<file path="src/pkg/dcpm_pkg.sv">
// Purpose: shared constants and types of the dual rc clock and power mode controller
// Assumes: byte-wide registers on a 9-bit register address
// Notes: one number per name, the design uses only these names
package dcpm_pkg;
	// register bus shape
	localparam int DCPM_AW = 9;
	localparam int DCPM_DW = 8;
	// register offsets
	localparam logic [8:0] DCPM_OFS_IRQ_EN = 9'h00b;
	localparam logic [8:0] DCPM_OFS_CLK_CTL = 9'h00f;
	localparam logic [8:0] DCPM_OFS_TRIM = 9'h10f;
	localparam logic [8:0] DCPM_OFS_STATUS = 9'h1e0;
	// reset values
	localparam logic [7:0] DCPM_IRQ_EN_RST = 8'h00;
	localparam logic [7:0] DCPM_CLK_CTL_RST = 8'h0b;
	localparam logic [6:0] DCPM_TRIM_RST = 7'h00;
	// writable bit masks, reserved bits read as zero
	localparam logic [7:0] DCPM_IRQ_EN_MASK = 8'hbf;
	localparam logic [7:0] DCPM_CLK_CTL_MASK = 8'h1f;
	// field positions of system_clock_control
	localparam int DCPM_SLOW_HALT_BIT = 4;
	localparam int DCPM_FAST_HALT_BIT = 3;
	localparam int DCPM_SRC_SEL_BIT = 2;
	localparam int DCPM_DIV_LSB = 0;
	// field positions of interrupt_enable_reg
	localparam int DCPM_WKT_EN_BIT = 3;
	localparam int DCPM_PIN_EN_LSB = 0;
	// prescaler codes and their terminal counts
	localparam logic [1:0] DCPM_DIV8 = 2'h0;
	localparam logic [1:0] DCPM_DIV4 = 2'h1;
	localparam logic [1:0] DCPM_DIV2 = 2'h2;
	localparam logic [1:0] DCPM_DIV1 = 2'h3;
	localparam logic [2:0] DCPM_DIV8_MAX = 3'h7;
	localparam logic [2:0] DCPM_DIV4_MAX = 3'h3;
	localparam logic [2:0] DCPM_DIV2_MAX = 3'h1;
	localparam logic [2:0] DCPM_DIV1_MAX = 3'h0;
	// watchdog mode that keeps the slow oscillator alive in sleep
	localparam logic [1:0] DCPM_WDT_ALWAYS = 2'h3;
	// pwm clock select codes
	localparam logic [1:0] DCPM_PWM_SYS = 2'h0;
	localparam logic [1:0] DCPM_PWM_FAST256 = 2'h1;
	localparam logic [1:0] DCPM_PWM_FAST = 2'h2;
	localparam logic [1:0] DCPM_PWM_FAST2X = 2'h3;
	// fast oscillator over 256 prescale terminal count
	localparam logic [7:0] DCPM_FAST256_MAX = 8'hff;
	// operating modes
	typedef enum logic [1:0] {
		DCPM_FAST = 2'b00,
		DCPM_SLOW = 2'b01,
		DCPM_IDLE = 2'b10,
		DCPM_STOP = 2'b11
	} dcpm_mode_t;
endpackage

</file>
<file path="src/rtl/dcpm_clock_ctrl.sv">
// Purpose: system clock source, prescaler, trim and sleep mode sequencing
// Assumes: oscillator edges arrive as one-cycle ticks synchronous to core_clk
// Notes: clocks leave as tick pulses, peripherals use them as enables
//
// Contract
// reset leaves device in slow mode
// hardware blocks halting fast while selecting it
// software changes clock control one bit
// trim value raises fast frequency monotonically
// trim power-on default is per chip
// fast mode clocks cpu and timers fast
// pwm clock picks from four sources
// slow mode clocks peripherals from slow
// sleep enters idle if slow keeps running
// idle ends on reset or enabled wake
// sleep enters stop when nothing needs slow
// stop exits only on pin events
// watchdog mode three forbids stop
// fast to slow: select slow, then halt
// slow to fast: unhalt, wait, then select
// slow halt bit acts only in sleep
// fast halt bit stops fast oscillator
// source bit picks slow or fast clock
// prescaler divides by eight four two one
// wakeup enable runs timer and interrupt
// fast oscillator usable directly as sysclk
// source and divider switch without runt pulses
// wake resumes previous source and divider
//
// The address-and-strobe port was decided locally.
`timescale 1ns/1ps
module dcpm_clock_ctrl
	import dcpm_pkg::*;
(
	input wire logic core_clk, // system clock, 125 MHz
	input wire logic rst, // asynchronous, active high
	input wire logic [8:0] reg_addr, // register byte address
	input wire logic [7:0] reg_wr_data, // write data
	input wire logic reg_wr_en, // write strobe
	input wire logic reg_rd_en, // read strobe
	output logic [7:0] reg_rd_data, // read data, cycle after strobe
	input wire logic [6:0] trim_default, // per-chip trim strap
	input wire logic slow_osc_tick, // slow oscillator edge
	input wire logic fast_osc_tick, // fast oscillator edge
	input wire logic fast_x2_tick, // doubled fast oscillator edge
	input wire logic [1:0] pwm_clock_sel, // pwm source select field
	input wire logic [1:0] watchdog_mode_cfg, // watchdog mode setting
	input wire logic sleep_req, // sleep instruction executed
	input wire logic wakeup_timer_irq, // wakeup timer timeout
	input wire logic [2:0] ext_pin_irq, // external pin interrupt events
	input wire logic pin_change_evt, // port pin-change event
	input wire logic pin_change_en, // pin-change wake enable
	output logic sysclk_tick, // divided system clock edge
	output logic timer_tick, // general timer a and b clock edge
	output logic pwm_tick, // pwm unit clock edge
	output logic slow_osc_en, // slow oscillator run control
	output logic fast_osc_en, // fast oscillator run control
	output logic [6:0] fast_rc_trim, // trim code to the fast oscillator
	output logic wakeup_timer_run, // wakeup timer count enable
	output logic watchdog_clk_run, // watchdog clock available
	output dcpm_mode_t op_mode // current operating mode
);

	// register storage
	logic [7:0] irq_en; // interrupt_enable_reg
	logic [7:0] clk_ctl; // system_clock_control
	logic trim_loaded; // strap captured after reset release

	// applied clock settings, lag the register until a safe boundary
	logic act_src; // source feeding the divider
	logic [1:0] act_div; // prescaler code in force
	logic [2:0] div_cnt; // prescaler count
	logic [2:0] div_max; // terminal count of act_div
	logic [7:0] fast256_cnt; // fast over 256 counter

	// decoded control fields
	logic slow_halt_in_sleep;
	logic fast_osc_halt;
	logic sysclk_source_sel;
	logic [1:0] sysclk_divider;
	logic wakeup_timer_irq_en;
	logic [2:0] pin_irq_en;

	// combinational helpers
	logic awake; // fast or slow mode
	logic fast_live; // fast tick while its oscillator runs
	logic slow_live; // slow tick while its oscillator runs
	logic src_tick; // edge of the applied source
	logic boundary; // end of a whole divided period
	logic idle_wake; // enabled wake for idle
	logic stop_wake; // enabled wake for stop
	logic keep_slow; // slow oscillator must stay alive in sleep
	logic switch_pending; // register differs from applied setting
	logic [7:0] next_clk_ctl; // filtered write value
	logic [7:0] status; // readable mode status

	assign slow_halt_in_sleep = clk_ctl[DCPM_SLOW_HALT_BIT];
	assign fast_osc_halt = clk_ctl[DCPM_FAST_HALT_BIT];
	assign sysclk_source_sel = clk_ctl[DCPM_SRC_SEL_BIT];
	assign sysclk_divider = clk_ctl[DCPM_DIV_LSB +: 2];
	assign wakeup_timer_irq_en = irq_en[DCPM_WKT_EN_BIT];
	assign pin_irq_en = irq_en[DCPM_PIN_EN_LSB +: 3];

	// oscillator ticks only count while the run control is high
	always_comb begin
		awake = (op_mode == DCPM_FAST) || (op_mode == DCPM_SLOW);
		fast_live = fast_osc_tick && fast_osc_en;
		slow_live = slow_osc_tick && slow_osc_en;
		src_tick = act_src ? fast_live : slow_live;
	end

	// terminal count of the prescaler in force
	always_comb begin
		unique case (act_div)
			DCPM_DIV8: div_max = DCPM_DIV8_MAX;
			DCPM_DIV4: div_max = DCPM_DIV4_MAX;
			DCPM_DIV2: div_max = DCPM_DIV2_MAX;
			DCPM_DIV1: div_max = DCPM_DIV1_MAX;
		endcase
	end

	// settings change only where a whole output period has ended
	assign boundary = src_tick && (div_cnt == div_max);

	// sleep decision and wake qualification
	always_comb begin
		// any one keeper holds the slow oscillator in sleep
		keep_slow = !slow_halt_in_sleep || wakeup_timer_irq_en ||
			(watchdog_mode_cfg == DCPM_WDT_ALWAYS);
		// idle accepts timer and external pin wakes, gated by their enables; pin change does not wake it
		idle_wake = (wakeup_timer_irq && wakeup_timer_irq_en) ||
			(|(ext_pin_irq & pin_irq_en));
		// stop has no clock, so only pins can wake it
		stop_wake = (|(ext_pin_irq & pin_irq_en)) ||
			(pin_change_evt && pin_change_en);
		switch_pending = (act_src != sysclk_source_sel) || (act_div != sysclk_divider);
	end

	// write filter for system_clock_control
	always_comb begin
		next_clk_ctl = reg_wr_data & DCPM_CLK_CTL_MASK;
		// a write that halts fast while selecting it keeps both old bits
		if (next_clk_ctl[DCPM_FAST_HALT_BIT] && next_clk_ctl[DCPM_SRC_SEL_BIT]) begin
			next_clk_ctl[DCPM_FAST_HALT_BIT] = clk_ctl[DCPM_FAST_HALT_BIT];
			next_clk_ctl[DCPM_SRC_SEL_BIT] = clk_ctl[DCPM_SRC_SEL_BIT];
		end
		// the applied fast source may not be halted under the cpu
		if (next_clk_ctl[DCPM_FAST_HALT_BIT] && act_src) begin
			next_clk_ctl[DCPM_FAST_HALT_BIT] = clk_ctl[DCPM_FAST_HALT_BIT];
		end
	end

	// clock control register, software owned
	always_ff @(posedge core_clk or posedge rst) begin
		if (rst) begin
			clk_ctl <= DCPM_CLK_CTL_RST;
		end else if (reg_wr_en && (reg_addr == DCPM_OFS_CLK_CTL)) begin
			clk_ctl <= next_clk_ctl;
		end
	end

	// interrupt enable register, bit 6 reserved
	always_ff @(posedge core_clk or posedge rst) begin
		if (rst) begin
			irq_en <= DCPM_IRQ_EN_RST;
		end else if (reg_wr_en && (reg_addr == DCPM_OFS_IRQ_EN)) begin
			irq_en <= reg_wr_data & DCPM_IRQ_EN_MASK;
		end
	end

	// trim register, strap loaded on the first edge after reset release
	always_ff @(posedge core_clk or posedge rst) begin
		if (rst) begin
			fast_rc_trim <= DCPM_TRIM_RST;
			trim_loaded <= 1'b0;
		end else if (!trim_loaded) begin
			// strap cannot be taken under the async reset itself
			fast_rc_trim <= trim_default;
			trim_loaded <= 1'b1;
		end else if (reg_wr_en && (reg_addr == DCPM_OFS_TRIM)) begin
			// code passes straight through, oscillator rises with it
			fast_rc_trim <= reg_wr_data[6:0];
		end
	end

	// operating mode sequencer
	always_ff @(posedge core_clk or posedge rst) begin
		if (rst) begin
			op_mode <= DCPM_SLOW;
		end else begin
			unique case (op_mode)
				DCPM_FAST, DCPM_SLOW: begin
					if (sleep_req) begin
						// watchdog mode three always lands in idle
						op_mode <= keep_slow ? DCPM_IDLE : DCPM_STOP;
					end else begin
						op_mode <= act_src ? DCPM_FAST : DCPM_SLOW;
					end
				end
				DCPM_IDLE: begin
					// resume on the source still held in act_src
					if (idle_wake) begin
						op_mode <= act_src ? DCPM_FAST : DCPM_SLOW;
					end
				end
				DCPM_STOP: begin
					if (stop_wake) begin
						op_mode <= act_src ? DCPM_FAST : DCPM_SLOW;
					end
				end
			endcase
		end
	end

	// oscillator run controls
	always_ff @(posedge core_clk or posedge rst) begin
		if (rst) begin
			slow_osc_en <= 1'b1;
			fast_osc_en <= 1'b0;
		end else begin
			// slow stops only in stop; halt bit is ignored while awake
			// it restarts on the waking edge so the resumed mode has its source
			slow_osc_en <= ((op_mode != DCPM_STOP) &&
				!(awake && sleep_req && !keep_slow)) ||
				((op_mode == DCPM_STOP) && stop_wake);
			// fast follows its halt bit while awake and stops in sleep
			// a wake back into fast mode must find the oscillator running
			fast_osc_en <= !fast_osc_halt && ((awake && !sleep_req) ||
				((op_mode == DCPM_IDLE) && idle_wake) ||
				((op_mode == DCPM_STOP) && stop_wake));
		end
	end

	// glitch-free prescaler and source switch
	always_ff @(posedge core_clk or posedge rst) begin
		if (rst) begin
			div_cnt <= 3'h0;
			act_src <= 1'b0;
			act_div <= DCPM_DIV1;
		end else if (!awake) begin
			// restart cleanly so the first period after wake is whole
			div_cnt <= 3'h0;
		end else if (boundary) begin
			div_cnt <= 3'h0;
			// fast is taken only once its oscillator is running
			if (!sysclk_source_sel || fast_osc_en) begin
				act_src <= sysclk_source_sel;
			end
			act_div <= sysclk_divider;
		end else if (src_tick) begin
			div_cnt <= div_cnt + 3'h1;
		end
	end

	// system clock edge, only while awake
	always_ff @(posedge core_clk or posedge rst) begin
		if (rst) begin
			sysclk_tick <= 1'b0;
		end else begin
			sysclk_tick <= awake && !sleep_req && boundary;
		end
	end

	// general timers run on the undivided applied source
	always_ff @(posedge core_clk or posedge rst) begin
		if (rst) begin
			timer_tick <= 1'b0;
		end else begin
			timer_tick <= awake && !sleep_req && src_tick;
		end
	end

	// fast over 256 prescale for the pwm unit
	always_ff @(posedge core_clk or posedge rst) begin
		if (rst) begin
			fast256_cnt <= 8'h00;
		end else if (fast_live) begin
			fast256_cnt <= fast256_cnt + 8'h01;
		end
	end

	// pwm unit clock keeps its own selection in every awake mode
	always_ff @(posedge core_clk or posedge rst) begin
		if (rst) begin
			pwm_tick <= 1'b0;
		end else if (!awake) begin
			pwm_tick <= 1'b0;
		end else begin
			unique case (pwm_clock_sel)
				DCPM_PWM_SYS: pwm_tick <= !sleep_req && boundary;
				DCPM_PWM_FAST256: pwm_tick <= fast_live && (fast256_cnt == DCPM_FAST256_MAX);
				DCPM_PWM_FAST: pwm_tick <= fast_live;
				DCPM_PWM_FAST2X: pwm_tick <= fast_x2_tick && fast_osc_en;
			endcase
		end
	end

	// wakeup timer and watchdog clock availability
	always_ff @(posedge core_clk or posedge rst) begin
		if (rst) begin
			wakeup_timer_run <= 1'b0;
			watchdog_clk_run <= 1'b1;
		end else begin
			// clearing the enable stops the timer, stop mode also stops it
			wakeup_timer_run <= wakeup_timer_irq_en && (op_mode != DCPM_STOP);
			// off from the first stop cycle, back on the waking edge
			watchdog_clk_run <= ((op_mode != DCPM_STOP) &&
				!(awake && sleep_req && !keep_slow)) ||
				((op_mode == DCPM_STOP) && stop_wake);
		end
	end

	// status view of the block's own state
	always_comb begin
		status = 8'h00;
		status[1:0] = op_mode;
		status[2] = act_src;
		status[3] = fast_osc_en;
		status[4] = slow_osc_en;
		status[5] = switch_pending;
	end

	// read port, data one cycle after the strobe, else zero
	always_ff @(posedge core_clk or posedge rst) begin
		if (rst) begin
			reg_rd_data <= 8'h00;
		end else if (reg_rd_en) begin
			unique case (reg_addr)
				DCPM_OFS_IRQ_EN: reg_rd_data <= irq_en;
				DCPM_OFS_CLK_CTL: reg_rd_data <= clk_ctl;
				DCPM_OFS_TRIM: reg_rd_data <= {1'b0, fast_rc_trim};
				DCPM_OFS_STATUS: reg_rd_data <= status;
				// unmapped addresses read as zero
				default: reg_rd_data <= 8'h00;
			endcase
		end else begin
			reg_rd_data <= 8'h00;
		end
	end

endmodule // dcpm_clock_ctrl

</file>
<file path="config.mk">
export PLATFORM = sky130hd
export DESIGN_NAME = dcpm_clock_ctrl
export DESIGN_NICKNAME = d
export VERILOG_FILES = /design/src/pkg/dcpm_pkg.sv /design/src/rtl/dcpm_clock_ctrl.sv
export SDC_FILE = /design/constraint.sdc
export NUM_CORES = 1
export LEC_CHECK = 0
export BUFFER_PORTS_ARGS = -buffer_cell sky130_fd_sc_hd__buf_2
export CAP_MARGIN = 20
export CORE_UTILIZATION = 40
export CTS_BUF_LIST = sky130_fd_sc_hd__clkbuf_4 sky130_fd_sc_hd__clkbuf_8 sky130_fd_sc_hd__clkbuf_16
export DETAILED_ROUTE_END_ITERATION = 7
export HOLD_SLACK_MARGIN = 0.05
export PLACE_DENSITY_LB_ADDON = 0.08
export SLEW_MARGIN = 5
export SYNTH_ARGS = -nofsm -noshare
export SYNTH_HDL_FRONTEND = slang
export SYNTH_SLANG_ARGS = --single-unit
</file>
<file path="constraint.sdc">
create_clock -name core_clk -period 2 [get_ports core_clk]
set_input_delay 0.3 -clock core_clk [delete_from_list [all_inputs] [get_ports core_clk]]
set_output_delay 0.3 -clock core_clk [all_outputs]
set_load 0.05 [all_outputs]
</file>
==> results.json <==
{
  "outcome": "complete, but fails checks",
  "failed_checks": "setup timing",
  "totalPowerFinal_uw": 2355,
  "cp.required_ns": 2.24,
  "dieArea_mm2": 0.006285,
  "core-area_mm2": 0.005642,
  "wl_per_cell_um": 14.28,
  "finalSetupViolCount": 2,
  "clockRootBuffer": "clkbuf_8",
  "max_slew_margin_pct": 48.67,
  "arrival_ns": 2.27,
  "ant_nets": 0,
  "yosysTopAreaCell": "dfrtp_1",
  "area_delta_synth_final_pct": 25.20,
  "async_flop_share_pct": 100.0,
  "max_stage_delay_ns": 0.53,
  "grt-ovfl-total": 0,
  "finalClockSkew_ns": 0.007714,
  "synthesis.area_mm2": 0.002389,
  "fmax_mhz": 491.5,
  "power_switching_uw": 768.4,
  "clk_pin_slew_worst_paths_ns": 0.09,
  "crit_top_cell": "or3b_4",
  "num_rows": 27,
  "min_from": "reg_wr_data[7]",
  "rsz0062_at_grt": "true",
  "ys_seq_elements": 50,
  "grt_pass1_wl_um": 8652,
  "htree_levels": 2,
  "cts_buffer_depth": 2,
  "cts_sinks": 50,
  "seqPwrFrac_pct": 51.8,
  "worst_slew_pin_slew_ns": 0.7664,
  "pwr-share-comb_pct": 21.9,
  "synth_cell_type_count": 45,
  "cap_violations": 0,
  "synth_area_leaders": "dfrtp_1 45%, dfstp_2 7.7%, mux2_2 5.7%, mux2i_1 5.0%, a21oi_1 3.1%",
  "dr_total_vias": 1890,
  "io_buffer_count": 65,
  "dp_slack_ns": -0.03349,
  "critPathTopFamily": "simple AND/OR/NAND/NOR gates",
  "diodes": 0,
  "final_core_util_pct": 53.01,
  "gp_congestion": 0.7588,
  "cp_cell_sequence": "or3b_4 > or3b_4 > a211o_4 > mux2_4",
  "critPathMaxFanout": 3,
  "grt_max_degree": 30,
  "powerDensity_mw_per_mm2": 787.6,
  "p_sw_share_pct": 32.62,
  "clockPowerShare_pct": 26.3,
  "die_h_um": 79.28,
  "synth-edff-count": 0,
  "finalCriticalPeriod_ns": 2.034,
  "finalNetCount": 337,
  "synth.top_cells.by_count": "43 x dfrtp_1, 20 x nand2_1, 16 x nor2_1",
  "final.period_utilization_pct": 101.7,
  "r2r-start": "act_div[1]",
  "route.detailed.drc": 0,
  "synthMostInstantiatedCell": "dfrtp_1",
  "hold_viol": 0,
  "cts_tree": "built",
  "cp-end-kind": "register",
  "drt-initial-drc-count": 52,
  "io_pins": 66,
  "start_util_pct": 42.34,
  "ir_worst_vdd_mv": 0.4217,
  "layout-drive-gt1-share_pct": 37.41,
  "synth_top_area_share_pct": 45.05,
  "routed_via_density": 5.164,
  "crit_start": "act_div[1]",
  "die_w_um": 79.28,
  "start_kind": "register",
  "wirelength_um": 5225,
  "syn_nets": 260,
  "cts_buffers": 5,
  "grt_pass1_vias": 1857,
  "setup_ws_ns": -0.03442,
  "dpl-instance-area_mm2": 0.002864,
  "p_leak_uw": 0.001453,
  "insertion_delay_ns": 0.30,
  "syn_area_per_cell_um2": 11.06,
  "first_pass_iters": 4,
  "crit_path_top_delay_cell": "dfstp_2",
  "hpwlAfterDp_um": 4009,
  "critPathKind": "reg2reg",
  "fin_area_mm2": 0.002990,
  "ys_seq_area_share_pct": 52.75,
  "synth_cells": 216,
  "yosys_warnings": 0,
  "path_buf_inv": 0,
  "power.internal_uw": 1587,
  "synth-main-ff-cell": "dfrtp_1",
  "slew_viol_final": 0,
  "hold_path.class": "in2reg",
  "track_usage_pct": 17.88,
  "antenna_found_initial": 0
}
[cell families (layout without fill, tap and decap cells)]
group / Yosys count / in the layout / synth area share (%)
fa+ha+maj: 2 / 2 / 1.048
simple gates: 71 / 71 / 15.82
xor+xnor: 11 / 11 / 4.034
other cells: 1 / 1 / 0.1570
flops: 50 / 50 / 52.75
buf+inv: 11 / 89 / 1.938
mux: 26 / 26 / 11.63
compound gates: 44 / 44 / 12.62
[sequential cells by signal, summed over array words and instances (netlist names)]
signal	cells
op_mode	2
irq_en	7
act_src	1
clk_ctl	5
fast_rc_trim	7
pwm_tick	1
fast_osc_en	1
act_div	2
watchdog_clk_run	1
fast256_cnt	8
timer_tick	1
div_cnt	3
wakeup_timer_run	1
sysclk_tick	1
trim_loaded	1
reg_rd_data	8
[worst paths after layout]
| check | endpoint | slack [ns] | cells after the start |
|---|---|---|---|
| setup / recovery | act_div[0] | -0.03 | 4 |
| hold / removal | irq_en[7] | 0.23 | 2 |
| setup reg to reg | act_div[0] | -0.03 | 4 |
| hold reg to reg | fast256_cnt[6] | 0.47 | 1 |
| max in group asynchronous | op_mode[0] | 0.85 | 4 |
| min in group asynchronous | reg_rd_data[3] | 0.56 | 3 |
[repair_timing]
action	4_1_cts	5_1_grt
buffers inserted	1	0
hold endpoints to repair	19	0
hold buffers	1	0
resized for setup	0	3
pin swaps	1	0
setup endpoints to repair	2	3
gates cloned	0	0
[area by class of cell]
type | instances | area (um2)
clock inverters | 1 | 5.005
repair buffers | 76 | 422.9
inverters | 5 | 18.77
flip-flops and latches | 50 | 1260
clock buffers | 7 | 90.09
fillers | 518 | 2651
well taps | 72 | 90.09
multi-input cells | 155 | 1104
[power groups by stage]
stage	Clock, uW	Combinational [uW]	Sequential, uW
global route	676	563	1240
floorplan	0	241	1340
global placement	0	516	1240
finish	620	516	1220
detailed placement	0	520	1240
CTS	640	525	1220
[per-stage QoR]
| stage | setup TNS [ns] | cells | hold WS (ns) |
|---|---|---|---|
| 6_report | -0.06310 | 366 | 0.2295 |
| 5_1_grt | -0.1392 | 366 | 0.2213 |
| 4_1_cts | -0.06721 | 366 | 0.2197 |
| 3_5_place_dp | -0.06385 | 356 | 0.3544 |
| 3_3_place_gp | -0.04792 | 356 | 0.3543 |
| 2_1_floorplan | -0.08334 | 216 | 0.3788 |
[cells in the final DEF, fill, tap and decap left out, types with 7 or more instances in the layout]
cell type and n:
dfstp_2 7, nor2_1 16, nand2_1 20, xnor2_1 8
mux2i_1 12, dfrtp_1 43, a22o_1 8, mux2_2 12
a21oi_1 15, buf_2 65, buf_4 9
[layer usage]
metal | GRT usage [%] | vias up | share of wire (%) | wire, um
met5 | 0 | - | 0 | 0
met4 | 6.000 | 0 | 1.5 | 78
met3 | 3.448 | 8 | 4.0 | 209
met2 | 27.84 | 41 | 45 | 2372
met1 | 24.85 | 900 | 49 | 2564
li1 | - | 941 | - | -
[worst register-to-register path: stages, from the launching register on]
cell     delay (ns)
dfstp_2        0.53
or3b_4         0.38
or3b_4         0.40
a211o_4        0.36
mux2_4         0.30
No activity file was read; power rests on OpenSTA's default activity.
